**src/design/sdmb_params.svh**
```systemverilog
// Purpose: constants of the mode configuration and burst sequencer
// Assumes: 100 MHz system clock
// Notes:   field positions, encodings and widths
`ifndef SDMB_PARAMS_SVH
`define SDMB_PARAMS_SVH
`define SDMB_CFG_W          13
`define SDMB_BL_LSB         0
`define SDMB_BL_MSB         2
`define SDMB_ORDER_BIT      3
`define SDMB_LAT_LSB        4
`define SDMB_LAT_MSB        6
`define SDMB_OPM_LSB        7
`define SDMB_OPM_MSB        8
`define SDMB_WB_BIT         9
`define SDMB_BL_1           3'h0
`define SDMB_BL_2           3'h1
`define SDMB_BL_4           3'h2
`define SDMB_BL_8           3'h3
`define SDMB_BL_PAGE        3'h7
`define SDMB_LAT_2          3'h2
`define SDMB_LAT_3          3'h3
`define SDMB_OPM_NORMAL     2'h0
`define SDMB_CFG_RESET      13'h0000
`endif

```
**src/design/sdmb_pkg.sv**
```systemverilog
// Purpose: types of the mode configuration and burst sequencer
// Assumes: nothing
// Notes:   command codes as decoded by the block's own port
package sdmb_pkg;
  typedef enum logic [2:0] {
    SDMB_CMD_NOP,
    SDMB_CMD_LOAD_MODE,
    SDMB_CMD_READ,
    SDMB_CMD_WRITE,
    SDMB_CMD_TERMINATE
  } sdmb_cmd_e;
  typedef enum logic [1:0] {
    SDMB_IDLE,
    SDMB_READ_BURST,
    SDMB_WRITE_BURST
  } sdmb_state_e;
endpackage

```
**src/design/sdmb_burst_seq.sv**
```systemverilog
// Purpose: mode configuration word and burst column sequencing
// Assumes: commands arrive already decoded, on clk, from logic in the same domain
// Notes:   configuration has no functional reset value in the device
//
// Operation
// Configuration word holds until the next mode-load command overwrites it.
// Bits 0-2 length, 3 order, 4-6 latency, 7-8 mode, 9 write-burst.
// Controller drives address bit 12 low; device ignores it.
// Mode-load only with all banks idle, then wait before next command.
// Lengths 1,2,4,8 in both orders; full page sequential only.
// Full-page burst stops on the burst-terminate command.
// Lengths 2,4,8 wrap within aligned block chosen by upper column bits.
// Full page spans 1,024 columns, starts at column, wraps at page end.
// Order bit selects sequential or interleaved ordering for bursts of length 2, 4 and 8.
// Sequential counts up modulo length; interleaved is start XOR count.
// Length one accesses only the given column; order bit ignored.
// Read latency programmable to two or three clocks.
// Data driven from edge n+m-1, valid by edge n+m.
// Controller never programs reserved field encodings; the bench loads latency code 1 once to check cfgReserved.
// Normal operation needs both mode bits zero; others not programmed.
// Write-burst bit one makes writes single column; reads keep length.
// Address bits 0-11 carry the configuration word on mode-load.
// Length codes 0,1,2,3,7; latency codes 2,3; others reserved.
`timescale 1ns/1ps
`include "sdmb_params.svh"
module sdmb_burst_seq #(
  parameter int COL_W = 10
) (
  // Clock and reset
  input  wire logic               clk,
  input  wire logic               arst_n,
  // Decoded command and address
  input  wire sdmb_pkg::sdmb_cmd_e cmd,
  input  wire logic [12:0]        addr,
  // Column sequence
  output logic                    colValid,
  output logic [COL_W-1:0]        colAddr,
  output logic                    colIsWrite,
  // Read data timing
  output logic                    dqDriveEn,
  output logic                    dqValid,
  // Configuration view
  output logic [`SDMB_CFG_W-1:0]  burstModeConfig,
  output logic                    cfgReserved
);

  // ==========================================================
  // Configuration register
  logic [`SDMB_CFG_W-1:0] cfg_q;
  wire  isLoad = (cmd == sdmb_pkg::SDMB_CMD_LOAD_MODE);
  wire  isRead = (cmd == sdmb_pkg::SDMB_CMD_READ);
  wire  isWrite = (cmd == sdmb_pkg::SDMB_CMD_WRITE);
  wire  isTerm = (cmd == sdmb_pkg::SDMB_CMD_TERMINATE);

  // Reset only gives simulation a known word; the memory powers up undefined
  always_ff @(posedge clk or negedge arst_n) begin
    if (!arst_n) begin
      cfg_q <= `SDMB_CFG_RESET;
    end else if (isLoad) begin
      cfg_q <= {1'b0, addr[11:0]};
    end
  end
  assign burstModeConfig = cfg_q;

  // ==========================================================
  // Field decode
  wire [2:0] burstLenField    = cfg_q[`SDMB_BL_MSB:`SDMB_BL_LSB];
  wire       burstOrderBit    = cfg_q[`SDMB_ORDER_BIT];
  wire [2:0] readLatencyField = cfg_q[`SDMB_LAT_MSB:`SDMB_LAT_LSB];
  wire [1:0] opMode           = cfg_q[`SDMB_OPM_MSB:`SDMB_OPM_LSB];
  wire       writeBurstBit    = cfg_q[`SDMB_WB_BIT];

  // One named wire per legal code
  wire isBl1  = (burstLenField == `SDMB_BL_1);
  wire isBl2  = (burstLenField == `SDMB_BL_2);
  wire isBl4  = (burstLenField == `SDMB_BL_4);
  wire isBl8  = (burstLenField == `SDMB_BL_8);
  wire isPage = (burstLenField == `SDMB_BL_PAGE);
  wire isLat2 = (readLatencyField == `SDMB_LAT_2);
  wire isLat3 = (readLatencyField == `SDMB_LAT_3);
  wire modeOk = (opMode == `SDMB_OPM_NORMAL);
  // Interleaved full page is not a supported setting
  wire lenOk  = isBl1 || isBl2 || isBl4 || isBl8 || (isPage && !burstOrderBit);
  wire latOk  = isLat2 || isLat3;
  // Flag only; behaviour with reserved codes is undefined anyway
  assign cfgReserved = !lenOk || !latOk || !modeOk;

  // Column mask of the wrapping block; page mask covers all columns
  logic [COL_W-1:0] lenMask;
  always_comb begin
    case (burstLenField)
      `SDMB_BL_2:    lenMask = COL_W'(1);
      `SDMB_BL_4:    lenMask = COL_W'(3);
      `SDMB_BL_8:    lenMask = COL_W'(7);
      `SDMB_BL_PAGE: lenMask = '1;
      default:       lenMask = '0;
    endcase
  end
  // Write-burst bit forces single-column writes
  wire [COL_W-1:0] maskForCmd = (isWrite && writeBurstBit) ? '0 : lenMask;

  // ==========================================================
  // Burst sequencer
  sdmb_pkg::sdmb_state_e state_q, state_d, newState;
  logic [COL_W-1:0]      start_q, start_d, cnt_q, cnt_d, mask_q, mask_d;
  logic                  inter_q, inter_d, page_q, page_d;

  wire startBurst = isRead || isWrite;
  wire lastBeat   = !page_q && (cnt_q == mask_q);
  // Interleave means nothing for one column; full page runs sequential only
  wire newInter   = burstOrderBit && (maskForCmd != '0) && !isPage;
  wire newPage    = isPage && (maskForCmd != '0);
  assign newState = isRead ? sdmb_pkg::SDMB_READ_BURST : sdmb_pkg::SDMB_WRITE_BURST;

  // ==========================================================
  // Column of the current beat, one bit at a time
  // Bits above the block keep the start column; bits inside follow the count
  // Mask is contiguous from bit 0, so the carry never leaves the block
  wire [COL_W-1:0] seqSum = COL_W'(start_q + cnt_q);
  wire [COL_W-1:0] curCol;
  genvar colBit;
  generate
    for (colBit = 0; colBit < COL_W; colBit++) begin : g_colBit
      wire inBlock = mask_q[colBit];
      wire seqBit  = seqSum[colBit];
      wire intBit  = start_q[colBit] ^ cnt_q[colBit];
      assign curCol[colBit] = inBlock ? (inter_q ? intBit : seqBit) : start_q[colBit];
    end
  endgenerate

  // ==========================================================
  // Next state
  always_comb begin
    state_d = state_q;
    start_d = start_q;
    cnt_d   = cnt_q;
    mask_d  = mask_q;
    inter_d = inter_q;
    page_d  = page_q;
    case (state_q)
      // Idle waits for a column command
      sdmb_pkg::SDMB_IDLE: begin
        if (startBurst) begin
          state_d = newState;
          start_d = addr[COL_W-1:0];
          cnt_d   = '0;
          mask_d  = maskForCmd;
          inter_d = newInter;
          page_d  = newPage;
        end
      end
      sdmb_pkg::SDMB_READ_BURST,
      sdmb_pkg::SDMB_WRITE_BURST: begin
        if (startBurst) begin
          // A new column command truncates any burst in flight
          state_d = newState;
          start_d = addr[COL_W-1:0];
          cnt_d   = '0;
          mask_d  = maskForCmd;
          inter_d = newInter;
          page_d  = newPage;
        end else if (isTerm) begin
          state_d = sdmb_pkg::SDMB_IDLE;
        end else if (lastBeat) begin
          state_d = sdmb_pkg::SDMB_IDLE;
        end else begin
          cnt_d = cnt_q + COL_W'(1);
        end
      end
      // Unused encodings fall back to idle
      default: begin
        state_d = sdmb_pkg::SDMB_IDLE;
      end
    endcase
  end

  // ==========================================================
  // Sequencer registers; cleared only so simulation starts known
  // Burst state
  always_ff @(posedge clk or negedge arst_n) begin
    if (!arst_n) begin
      state_q <= sdmb_pkg::SDMB_IDLE;
    end else begin
      state_q <= state_d;
    end
  end

  // Start column, captured with the command
  always_ff @(posedge clk or negedge arst_n) begin
    if (!arst_n) begin
      start_q <= '0;
    end else begin
      start_q <= start_d;
    end
  end

  // Beat count within the burst
  always_ff @(posedge clk or negedge arst_n) begin
    if (!arst_n) begin
      cnt_q <= '0;
    end else begin
      cnt_q <= cnt_d;
    end
  end

  // Wrap mask; zero means a single column
  always_ff @(posedge clk or negedge arst_n) begin
    if (!arst_n) begin
      mask_q <= '0;
    end else begin
      mask_q <= mask_d;
    end
  end

  // Interleaved order for this burst
  always_ff @(posedge clk or negedge arst_n) begin
    if (!arst_n) begin
      inter_q <= 1'b0;
    end else begin
      inter_q <= inter_d;
    end
  end

  // Full page runs until stopped
  always_ff @(posedge clk or negedge arst_n) begin
    if (!arst_n) begin
      page_q <= 1'b0;
    end else begin
      page_q <= page_d;
    end
  end

  // ==========================================================
  // Column outputs, registered
  // Beat present
  always_ff @(posedge clk or negedge arst_n) begin
    if (!arst_n) begin
      colValid <= 1'b0;
    end else begin
      colValid <= (state_q != sdmb_pkg::SDMB_IDLE);
    end
  end

  // Column of the beat
  always_ff @(posedge clk or negedge arst_n) begin
    if (!arst_n) begin
      colAddr <= '0;
    end else begin
      colAddr <= curCol;
    end
  end

  // Write beat marker
  always_ff @(posedge clk or negedge arst_n) begin
    if (!arst_n) begin
      colIsWrite <= 1'b0;
    end else begin
      colIsWrite <= (state_q == sdmb_pkg::SDMB_WRITE_BURST);
    end
  end

  // ==========================================================
  // Read latency pipeline
  // Slot k holds the read beat of k+1 cycles ago
  logic [1:0] rdPipe_q;
  wire        rdBeat = (state_q == sdmb_pkg::SDMB_READ_BURST);
  // Shift of read beats
  always_ff @(posedge clk or negedge arst_n) begin
    if (!arst_n) begin
      rdPipe_q <= '0;
    end else begin
      rdPipe_q <= {rdPipe_q[0], rdBeat};
    end
  end

  // Beat 0 is in state from the edge that takes the command, edge n
  // Latency three delays both outputs by one more slot
  wire lat3 = isLat3;
  always_ff @(posedge clk or negedge arst_n) begin
    if (!arst_n) begin
      dqDriveEn <= 1'b0;
    end else begin
      dqDriveEn <= lat3 ? rdPipe_q[0] : rdBeat;
    end
  end

  always_ff @(posedge clk or negedge arst_n) begin
    if (!arst_n) begin
      dqValid <= 1'b0;
    end else begin
      dqValid <= lat3 ? rdPipe_q[1] : rdPipe_q[0];
    end
  end

endmodule

```
**config.mk**
```make
export PLATFORM = sky130hd
export DESIGN_NAME = sdmb_burst_seq
export DESIGN_NICKNAME = d
export VERILOG_FILES = /design/src/design/sdmb_pkg.sv /design/src/design/sdmb_burst_seq.sv
export VERILOG_INCLUDE_DIRS = /design/src /design/src/design
export SDC_FILE = /design/constraint.sdc
export NUM_CORES = 1
export LEC_CHECK = 0
export ABC_CLOCK_PERIOD_IN_PS = 3500
export BUFFER_PORTS_ARGS = -buffer_cell sky130_fd_sc_hd__buf_2
export CAP_MARGIN = 0
export CORE_ASPECT_RATIO = 0.5
export CORE_UTILIZATION = 42
export DETAILED_ROUTE_END_ITERATION = 8
export PLACE_DENSITY_LB_ADDON = 0.05
export SLEW_MARGIN = 40
export SYNTH_ARGS = -nofsm -noshare
export SYNTH_HDL_FRONTEND = slang
export SYNTH_SLANG_ARGS = --single-unit
```
**constraint.sdc**
```tcl
create_clock -name clk -period 3.5 [get_ports clk]
set_input_delay 0.175 -clock clk [delete_from_list [all_inputs] [get_ports clk]]
set_output_delay 0.175 -clock clk [all_outputs]
set_load 0.01 [all_outputs]
```
Yosys cells after proc, flatten, opt, wreduce, memory -nomap -nowiden
Cells that the tools add are included.
Cells by class
  add/sub/neg operators: 2
  equal/unequal tests: 17
  multiplexer cells: 35
  bitwise operators: 10
  reductions and logical operators: 31
Operators with widths (number)
  two-way mux 10 bit: 5
  one-hot mux 10 bit (4 select lines): 1
  two-way mux 1 bit: 22
  one-hot mux 10 bit (2 select lines): 1
  == test 3 x 2 -> 1 bit, second input constant: 6
  adder 10 x 1 -> 10 bit, second input constant: 1
  adder 10 bit: 1
  == test 10 bit: 1
  two-way mux 2 bit: 5
  nonzero test 10 bit: 1
  XOR 1 bit: 10
  logical OR 1 bit: 8
  == test 3 x 1 -> 1 bit, second input constant: 2
  == test 3 bit, second input constant: 2
  logical AND 1 bit: 6
  logical NOT 1 bit: 6
  inequality test 3 bit, second input constant: 2
  logical NOT 2 bit: 2
  inequality test 4 bit, second input constant: 1
  one-hot mux 2 bit (2 select lines): 1
  AND reduction 2 bit: 2
  AND reduction 4 bit: 1
  nonzero test 2 bit: 2
  logical NOT 3 bit: 1
  5 further kinds: 5
Storage, ports and cells
  register bits after elaboration: 62
  input port bits: 18
  output and inout bits: 28
  logic and storage cells: 108

Logic depth before layout (Yosys ltp)
Gate-level depths: netlist of run 1.
  depth after elaboration: 8
  depth in mapped cells: 8
  mapped depth without buffers: 8

Worst setup path after synthesis of run 1
OpenSTA, ideal clock, no wires.
  kind: register to register
  start point: register cnt_q[0]
  end point: register colAddr[8]
  library setup time: 0.137 ns
  arrival: 1.865 ns
  data required time: 3.363 ns
  setup slack: 1.498 ns
  cell stages (with the launch flop): 9
  buffers on the path: 0
  clock period less this slack: 2.002 ns
  cells stage by stage: dfrtp_1 > ha_1 > fa_1 > a21o_1 > a21oi_1 > o21ai_0 > o211ai_1 > xor2_1 > a21oi_1
On the way
  cells in the longest elaborated chain, start to end: 3
Ends and longest elaborated chain
  start: declaration: line sdmb_burst_seq.sv:105  | logic [COL_W-1:0] start_q, start_d, cnt_q, cnt_d, mask_q, mask_d;
  start signal: assignment: line sdmb_burst_seq.sv:202  | cnt_q <= cnt_d;
  adder 10 bit: line sdmb_burst_seq.sv:119  | wire [COL_W-1:0] seqSum = COL_W'(start_q + cnt_q);
  two-way mux 1 bit (2 in series): line sdmb_burst_seq.sv:127  | assign curCol[colBit] = inBlock ? (inter_q ? intBit : seqBit) : start_q[colBit];
  via curCol[8]: line sdmb_burst_seq.sv:120  | wire [COL_W-1:0] curCol;
  end signal: assignment: line sdmb_burst_seq.sv:249  | colAddr <= curCol;
  end: declaration: line sdmb_burst_seq.sv:37  | output logic [COL_W-1:0] colAddr,
The timed path passes the listed nets, and every way through them passes these cells.
A chain may end at the register's enable or synchronous reset.

Final worst setup path of run 1
  start point: register state_q[0]
  end point: register cnt_q[8]
On the way
  cells in the longest elaborated chain, start to end: 4
  elaborated cells on any way between the ends: 10
  classes of those cells: eq/ne (5); mux (1); reduce/logical (4)
Ends and longest elaborated chain
  start: declaration: line sdmb_burst_seq.sv:104  | sdmb_pkg::sdmb_state_e state_q, state_d, newState;
  start signal: assignment: line sdmb_burst_seq.sv:182  | state_q <= sdmb_pkg::SDMB_IDLE;
  start signal: assignment: line sdmb_burst_seq.sv:184  | state_q <= state_d;
  == test 2 x 1 -> 1 bit / == test 2 bit (equally long branches): line sdmb_burst_seq.sv:140  | case (state_q)
  OR reduction 2 bit: line sdmb_burst_seq.sv:140
  inequality test 3 bit (no source line) / nonzero test 2 bit (equally long branches)
  AND reduction 4 bit (no source line)
Several ways; a longest one is shown, not always the timed one.

==> run summary, run 1 <==
The run finished with clean final reports. The cell count after placement came out at 406. The critical path is of the flip-flop to flip-flop type. In the global route stage, overall resource usage came out at 19.3%. Of all flip-flops after synthesis, the portion carrying an async set or reset was 100%.

The clock slew at the register clock pins of the worst setup and hold paths is 0.07 ns. Per report_power, the combinational group accounts for 37.8% of the total. In this run the vertical extent of the chip is 60.1 microns. Adding up every negative setup slack in the final design gives 0 ns. Among all cell types in the netlist, the one instantiated most often is sky130_fd_sc_hd__dfrtp_1. The final number of setup-violating endpoints came out at 0. The initial core utilization came out at 45.1%. The final standard cell area without fillers came out at 0.00330 sq mm.

The maximum buffer depth of the clock tree came out at 2. The initialized floorplan defines 20 standard-cell rows. The synthesized cell area is 0.00283 sq mm. The clock period minus final worst setup slack came out at 2.25 ns. The fraction of the yosys area taken by sequential cells came out at 49.5%. The endpoint class of the critical path is a flip-flop. The weighted congestion at the end of routability-driven global placement is 0.810. The number of maximum-capacitance constraint violations came out at 0. The final routed wirelength across all metal layers is 6170 microns. The number of instances in the synthesized netlist came out at 281.

The maximum vdd ir drop is 312 uV. The startpoint class of the critical path is a flip-flop. In this run, synthesis produced a sequential element count of 56. The via count of the first global-routing pass came out at 1963. The number of warning messages in the yosys log came out at 0.

Averaged over all synthesized cells, the footprint is 10.1 sq um. The first global-routing pass estimated 10300 microns of wire. The iteration-0 DRC count of the detailed router came out at 142.

The number of endpoints with negative hold slack in the final report was 0. For this design the top-level I/O count stands at 46. The minimum hold slack is 0.0960 ns. The switching component of the power is 919 uW. The initial antenna violation count came to 0.

The count of flip-flops with a built-in enable after synthesis came out at 0. The post-cts resize count came out at 0. The largest net degree at the start of global routing is 39. The origin of the worst setup path is state_q[0]$_DFFE_PN0P_. The static leakage power came out at 0.00160 uW. The count of TritonRoute iterations in the first routing pass came out at 4. The tightest min-delay check is of the primary input to flip-flop type. The clock network accounts for 20.7% of the total power.

Power spread over the standard cell area amounts to 730 mW/mm^2. For this run, the top clock speed supported by timing is 0.444 GHz. The insertion delay of the later-clocked pin in the worst-skew pair came out at 0.29 ns. The total nets after synthesis is 314. The count of buffers inserted at the top-level ports is 43. The design draws 2410 uW. The worst endpoint data arrival time came out at 2.47 ns.

Dividing the detail-routed via count by the number of cells gives 5.05. The netlist uses 45 different library cells. The H-tree generated during clock tree synthesis spans 2 levels. The wire length per cell after detailed routing came out at 14.9 microns. The total via count after detailed routing came out at 2097. The share of the clock period used by the worst path is 64.3%. The maximum fanout count along the critical path is 11.

CTS saw 56 sinks. The placeable core region is 0.00628 sq mm. Sorting the synthesized cells by area gives the leading types as sky130_fd_sc_hd__dfrtp_1 49%, sky130_fd_sc_hd__nand2_1 6.9%, sky130_fd_sc_hd__ha_1 6.2%. The worst max-slew margin expressed relative to the limit came out at 56.7%. The total cell area at the placement stage came out at 0.00314 sq mm. The sequential group share of total power came out at 41.5%. The share of total power consumed by net switching came out at 38.2%. The number of remaining DRC errors is 0. The number of setup buffers added after CTS is 0. The beginning of the worst hold path is addr[8]. The area added between synthesis and finish is 16.4%.

After legalization and detailed placement, the total HPWL measured 4580 microns. The number of buffers created by CTS is 5. The post-route netlist has 22.9% of its cells at a drive strength greater than 1. Setup repair after global routing left no endpoint under its margin. In this run the critical register-to-register path is launched from state_q[0]$_DFFE_PN0P_. The share of the synthesized area in the top cell type is 49.5%.

The commonest cells after synthesis are 56 x sky130_fd_sc_hd__dfrtp_1, 52 x sky130_fd_sc_hd__nand2_1, 29 x sky130_fd_sc_hd__nor2_1. The biggest area contributor in the post-synthesis netlist is sky130_fd_sc_hd__dfrtp_1. The count of hold-fix buffers inserted at cts is 1. The die extent in x came out at 118 microns. The count of antenna diodes in the layout came out at 0. The max-slew violation count came out at 0. The predominant post-synthesis flop cell is sky130_fd_sc_hd__dfrtp_1. The clock skew came out at 0.00830 ns. Once detail routing completed, the nets flagged for antenna violations numbered 0. The CTS tree is yes.

The full die area came out at 0.00710 sq mm. The cell internal power dissipation came out at 1490 uW. The global-route congestion overflow total is 0. The tree is rooted in a sky130_fd_sc_hd__clkbuf_16. The final layout net count came out at 359. The required time of the critical path is 3.72 ns.

The finished layout holds 415 standard cells, fillers aside. At the pin with the least slew margin, the transition time is 0.648 ns.
power by group through the flow:
stage	Combinational, uW	Clock [uW]	Sequential, uW
finish	909	499	999
global route	1020	543	1030
CTS	910	512	1000
detailed placement	901	0	1010
global placement	889	0	1000
floorplan	640	0	1000
cell usage in the layout, fill, tap and decap left out, drive strengths merged, types with 2 or more instances in the layout:
master	instances
a21oi	15
and3	4
ha	14
mux2i	2
clkbuf	6
a32o	4
nor2b	3
nand3	6
or4	3
buf	44
nand2	52
nor2	30
a21o	3
o211ai	2
mux2	15
o21ai	20
xnor2	5
nor4	2
xor2	8
nand2b	4
o31ai	3
inv	5
nor3	3
dfrtp	56
metrics by stage:
stage / util (%) / worst slack [ns]
floorplan: - / 1.50
global placement: 49.9 / 1.31
detailed placement: 50.0 / 1.29
CTS: 52.5 / 1.27
global route: 52.5 / 1.09
finish: 52.5 / 1.25
flip-flops by register name, indices dropped and copies added (netlist names):
| name | count |
|---|---|
| burstModeConfig | 12 |
| cnt_q | 10 |
| colAddr | 10 |
| start_q | 10 |
| mask_q | 4 |
| rdPipe_q | 2 |
| state_q | 2 |
| colIsWrite | 1 |
| colValid | 1 |
| dqDriveEn | 1 |
| dqValid | 1 |
| inter_q | 1 |
| page_q | 1 |
worst max-delay path: stages, from the launching register on:
cell and delay (ns):
sky130_fd_sc_hd__dfrtp_1 0.41, sky130_fd_sc_hd__inv_1 0.09, sky130_fd_sc_hd__ha_1 0.34, sky130_fd_sc_hd__nor2_1 0.13, sky130_fd_sc_hd__a221oi_4 0.33, sky130_fd_sc_hd__o21ai_2 0.22, sky130_fd_sc_hd__or4_1 0.50, sky130_fd_sc_hd__a21oi_1 0.15
logic make-up (layout without fill, tap and decap cells):
family / after synthesis / after routing / share of synthesized area [%]
AND/OR/NAND/NOR: 115 / 115 / 18.8
flip-flops: 56 / 56 / 49.5
AO/OA/AOI/OAI: 52 / 52 / 12.0
multiplexers: 17 / 17 / 6.67
adder cells (fa/ha/maj): 15 / 15 / 6.89
XOR/XNOR: 13 / 13 / 4.02
buffers and inverters: 12 / 58 / 1.99
other: 1 / 1 / 0.132
final timing paths:
kind / to / slack (ns) / cells after the start
worst min register to register: rdPipe_q[1]$_DFF_PN0_ / 0.41 / 0
worst max register to register: cnt_q[8]$_DFFE_PN0P_ / 1.25 / 7
worst max-delay path: cnt_q[8]$_DFFE_PN0P_ / 1.25 / 7
max in group asynchronous: start_q[1]$_DFFE_PN0P_ / 2.46 / 3
min in group asynchronous: colAddr[1]$_DFF_PN0_ / 0.39 / 2
worst min-delay path: start_q[8]$_DFFE_PN0P_ / 0.1 / 3
per-layer routing:
layer  part of all wire (%)  vias up  wire length [microns]  GRT usage, %
li1                       -     1066                      -             -
met1                     57      990                   3540          30.2
met2                     38       39                   2350          26.2
met3                    4.3        2                    265          4.87
met4                   0.36        0                     22          3.85
met5                      0        -                      0             0
cell type report:
cell class,count,area (sq um)
Clock inverter,2,16.3
Timing Repair Buffer,45,235
Tap cell,88,110
Multi-Input combinational cell,213,1390
Sequential cell,56,1400
Inverter,5,18.8
Clock buffer,6,129
Fill cell,596,2980
(Power assumes the default switching activity.)
==> run 2: changes to the inputs <==
--- a/config.mk
+++ b/config.mk
@@ -6,7 +6,7 @@
 export SDC_FILE = /design/constraint.sdc
 export NUM_CORES = 1
 export LEC_CHECK = 0
-export ABC_CLOCK_PERIOD_IN_PS = 3500
+export ABC_CLOCK_PERIOD_IN_PS = 2000
 export BUFFER_PORTS_ARGS = -buffer_cell sky130_fd_sc_hd__buf_2
 export CAP_MARGIN = 0
 export CORE_ASPECT_RATIO = 0.5
==> constraint.sdc (replaced) <==
create_clock -name clk -period 2 [get_ports clk]
set_input_delay 0.1 -clock clk [delete_from_list [all_inputs] [get_ports clk]]
set_output_delay 0.1 -clock clk [all_outputs]
set_load 0.01 [all_outputs]
==> run 2 against run 1 <==
Net effect:
- sequential power is 68% higher
- sequential share of layout area is 3.2 points lower
- critical path type unchanged
- utilization is 4.2 points higher
- critical endpoint unchanged
==> run summary, run 2 (synthesized netlist as in run 1, its figures left out) <==
The run finished with clean final reports. The highest cell delay on the worst timing path is 0.51 ns. The area growth from synthesis to layout is 25.7%. The clock power share came out at 21.0%. The max-slew violation count is 0. Once the floorplan was initialized, standard cells occupied 45.1% of the core. The core region is 0.00628 sq mm. TritonCTS built the clock tree. STA classifies the critical path startpoint as a flip-flop. In this run the remaining antenna-violating nets after routing total 0. STA classifies the critical path endpoint as a flip-flop. The clock sink count came out at 56. The final sum of negative setup slack is 0 ns. The worst hold path begins at addr[2]. The share of total power consumed by net switching came out at 36.6%. Summing all placed instances gives a cell area of 0.00332 sq mm. The clock skew is 0.00387 ns. The detailed-route vias per instance is 5.07. The proportion of layout cells with a drive suffix above 1 is 31.1%. The total overflow left after global routing is 0. The transition time at the pin with the least slew margin came out at 0.715 ns. The all-layer global routing usage came out at 20.5%. The instance count along the most critical hold path is 3. The wire length per cell after detailed routing came out at 15.1 microns. Tracing the worst setup path back leads to its startpoint at state_q[1]$_DFFE_PN0P_.

The number of standard cells in the final layout excluding fillers came out at 442. The sequential cell area came out at 0.00140 sq mm. The cell internal power dissipation is 3070 uW. The critical path's slowest cell is sky130_fd_sc_hd__or4_1.

The maximum fanout count along the critical path is 7. In the final layout, the multi-input gates occupy 0.00143 sq mm. The maximum buffer depth of the clock tree came out at 2.

The depth of the most critical reg-to-reg path is 7. The maximum achievable frequency is 0.508 GHz. After detailed placement, the design holds a cell count of 430. Routability-driven placement finished with a final weighted congestion of 0.825. The switching component of the power came out at 1770 uW.

The initial antenna violation count is 0. The number of buffers created by CTS came out at 5. The total I/O pin count came out at 46. The flip-flop count of the largest register after layout is 12.

The count of buffers inserted at the top-level ports is 43. The wire length of the first global-routing pass came out at 10800 microns. The final number of setup-violating endpoints came out at 0. The power density of the placed cells is 1360 mW/mm^2.

Setup repair after global routing could not meet its margin everywhere. Counting I/O delays and the setup requirement, the final critical path takes 1.97 ns. The count of standard-cell rows came out at 20. The filler cell count in the final layout came out at 585. At the end of the flow, the number of nets in the layout was 386. The via count of the first global-routing pass came out at 2122. The top cell types in the final layout, fill and taps aside, are 56 x sky130_fd_sc_hd__dfrtp_1, 52 x sky130_fd_sc_hd__nand2_1, 43 x sky130_fd_sc_hd__buf_2, 29 x sky130_fd_sc_hd__nor2_1, 28 x sky130_fd_sc_hd__buf_4.

CTS built an H-tree with a depth of 2. The static leakage power came out at 0.00175 uW. In this run the clock root is driven by a sky130_fd_sc_hd__clkbuf_16. The number of endpoints with negative hold slack in the final report was 0. Detailed routing inserted a total of 2241 vias.

The maximum vdd ir drop is 533 uV. The classification of the worst-slack hold path is primary input to flip-flop. The insertion delay of the later-clocked pin in the worst-skew pair came out at 0.30 ns. The count of antenna diodes in the layout is 0. The required time of the critical path is 2.23 ns. The count of TritonRoute iterations in the first routing pass came out at 4.

Together, buffers and inverters on the worst path number 1. The HPWL reported at the end of detailed placement is 4980 microns. The iteration-0 DRC count of the detailed router is 115. The logic gate share of total power is 44.3%. The final standard cell area without fillers came out at 0.00356 sq mm. Leaving out fill and tap cells, the most frequent cell in the layout is sky130_fd_sc_hd__dfrtp_1.

The number of maximum-capacitance constraint violations came out at 0. The largest net degree at the start of global routing came out at 57. The sequential group share of total power is 34.7%. The worst setup path is of the flip-flop to flip-flop kind. Counting buffers and inverters, the worst setup path is 7 cells deep. The die boundary height is 60.1 microns.

The final routed wirelength across all metal layers came out at 6660 microns. The full die area came out at 0.00710 sq mm. The share of the clock period used by the worst path is 98.4%. The worst max-slew margin expressed relative to the limit is 52.4%. The startpoint of the lowest-slack register-to-register path is state_q[1]$_DFFE_PN0P_. The die is 118 microns wide. The clock slew at the register clock pins of the worst setup and hold paths came out at 0.07 ns. The critical path goes through inv_1, ha_4, nor2_1, a221oi_4, o21ai_4, or4_1, a21oi_2. The worst endpoint data arrival time is 2.20 ns. On the critical path the largest part of the delay comes from compound AO/OA/AOI/OAI gates. The number of remaining DRC errors came out at 0.
-- run 2: cell count changes in the layout (fill, tap and decap cells not counted), moves of 2 or more --
cell                      before  now
sky130_fd_sc_hd__buf_4         2   28
sky130_fd_sc_hd__o21ai_0      16   13
sky130_fd_sc_hd__a21oi_1      15   13
sky130_fd_sc_hd__a21oi_2       0    2
sky130_fd_sc_hd__ha_1         14   12
sky130_fd_sc_hd__o21ai_1       2    4
-- run 2: power by group through the flow --
stage | Combinational, uW | Clock (uW) | Sequential (uW)
after floorplan | 1120 | 0 | 1750
after global placement | 1920 | 0 | 1690
after detailed placement | 1960 | 0 | 1700
after CTS | 1990 | 1040 | 1680
after global routing | 2350 | 1080 | 1720
final | 2140 | 1020 | 1680
-- run 2: final cells by class --
class	instances	area share, %
clock buffers	6	3.62
clock inverters	2	1.09
inverters	5	0.527
multi-input cells	213	40.1
flip-flops and latches	56	39.4
well taps	88	3.09
repair buffers	72	12.2
-- run 2: final timing paths --
| kind | end | slack (ns) |
|---|---|---|
| max | cnt_q[8]$_DFFE_PN0P_ | 0.03 |
| min | start_q[2]$_DFFE_PN0P_ | 0.01 |
| max reg2reg | cnt_q[8]$_DFFE_PN0P_ | 0.03 |
| min reg2reg | rdPipe_q[1]$_DFF_PN0_ | 0.41 |
| max in group asynchronous | start_q[6]$_DFFE_PN0P_ | 1.05 |
| min in group asynchronous | colAddr[6]$_DFF_PN0_ | 0.46 |
-- run 2: worst reg2reg max path, delay by kind of cell (launching register included) --
family	cells	cell delay (ns)
AO/OA/AOI/OAI	3	0.60
adder cells (fa/ha/maj)	1	0.29
buffers and inverters	1	0.09
flip-flops	1	0.35
AND/OR/NAND/NOR	2	0.58
-- run 2: routing by layer --
layer  GRT usage [%]  wire length (microns)
met1            30.8                   3750
met2            29.2                   2590
met3            5.06                    268
met4            5.49                     51
met5               0                      0
-- run 2: metrics by stage --
stage / utilization, % / power, uW / hold slack (ns) / setup WS (ns)
global route: 56.7 / 5150 / 0.0173 / -0.0873
floorplan: - / 2880 / -0.196 / 0.0284
CTS: 55.7 / 4700 / 0.00175 / 0.0295
detailed placement: 52.8 / 3660 / 0.288 / -0.0878
global placement: 52.8 / 3600 / 0.280 / -0.0218
finish: 56.7 / 4840 / 0.0104 / 0.0320
-- run 2: repair_timing --
action / CTS / global route
endpoints found under the hold margin: 56 / 0
resized for setup: 4 / 7
hold buffers: 1 / 0
buffers inserted: 0 / 3
endpoints found under the setup margin: 2 / 7
pin swaps: 1 / 3
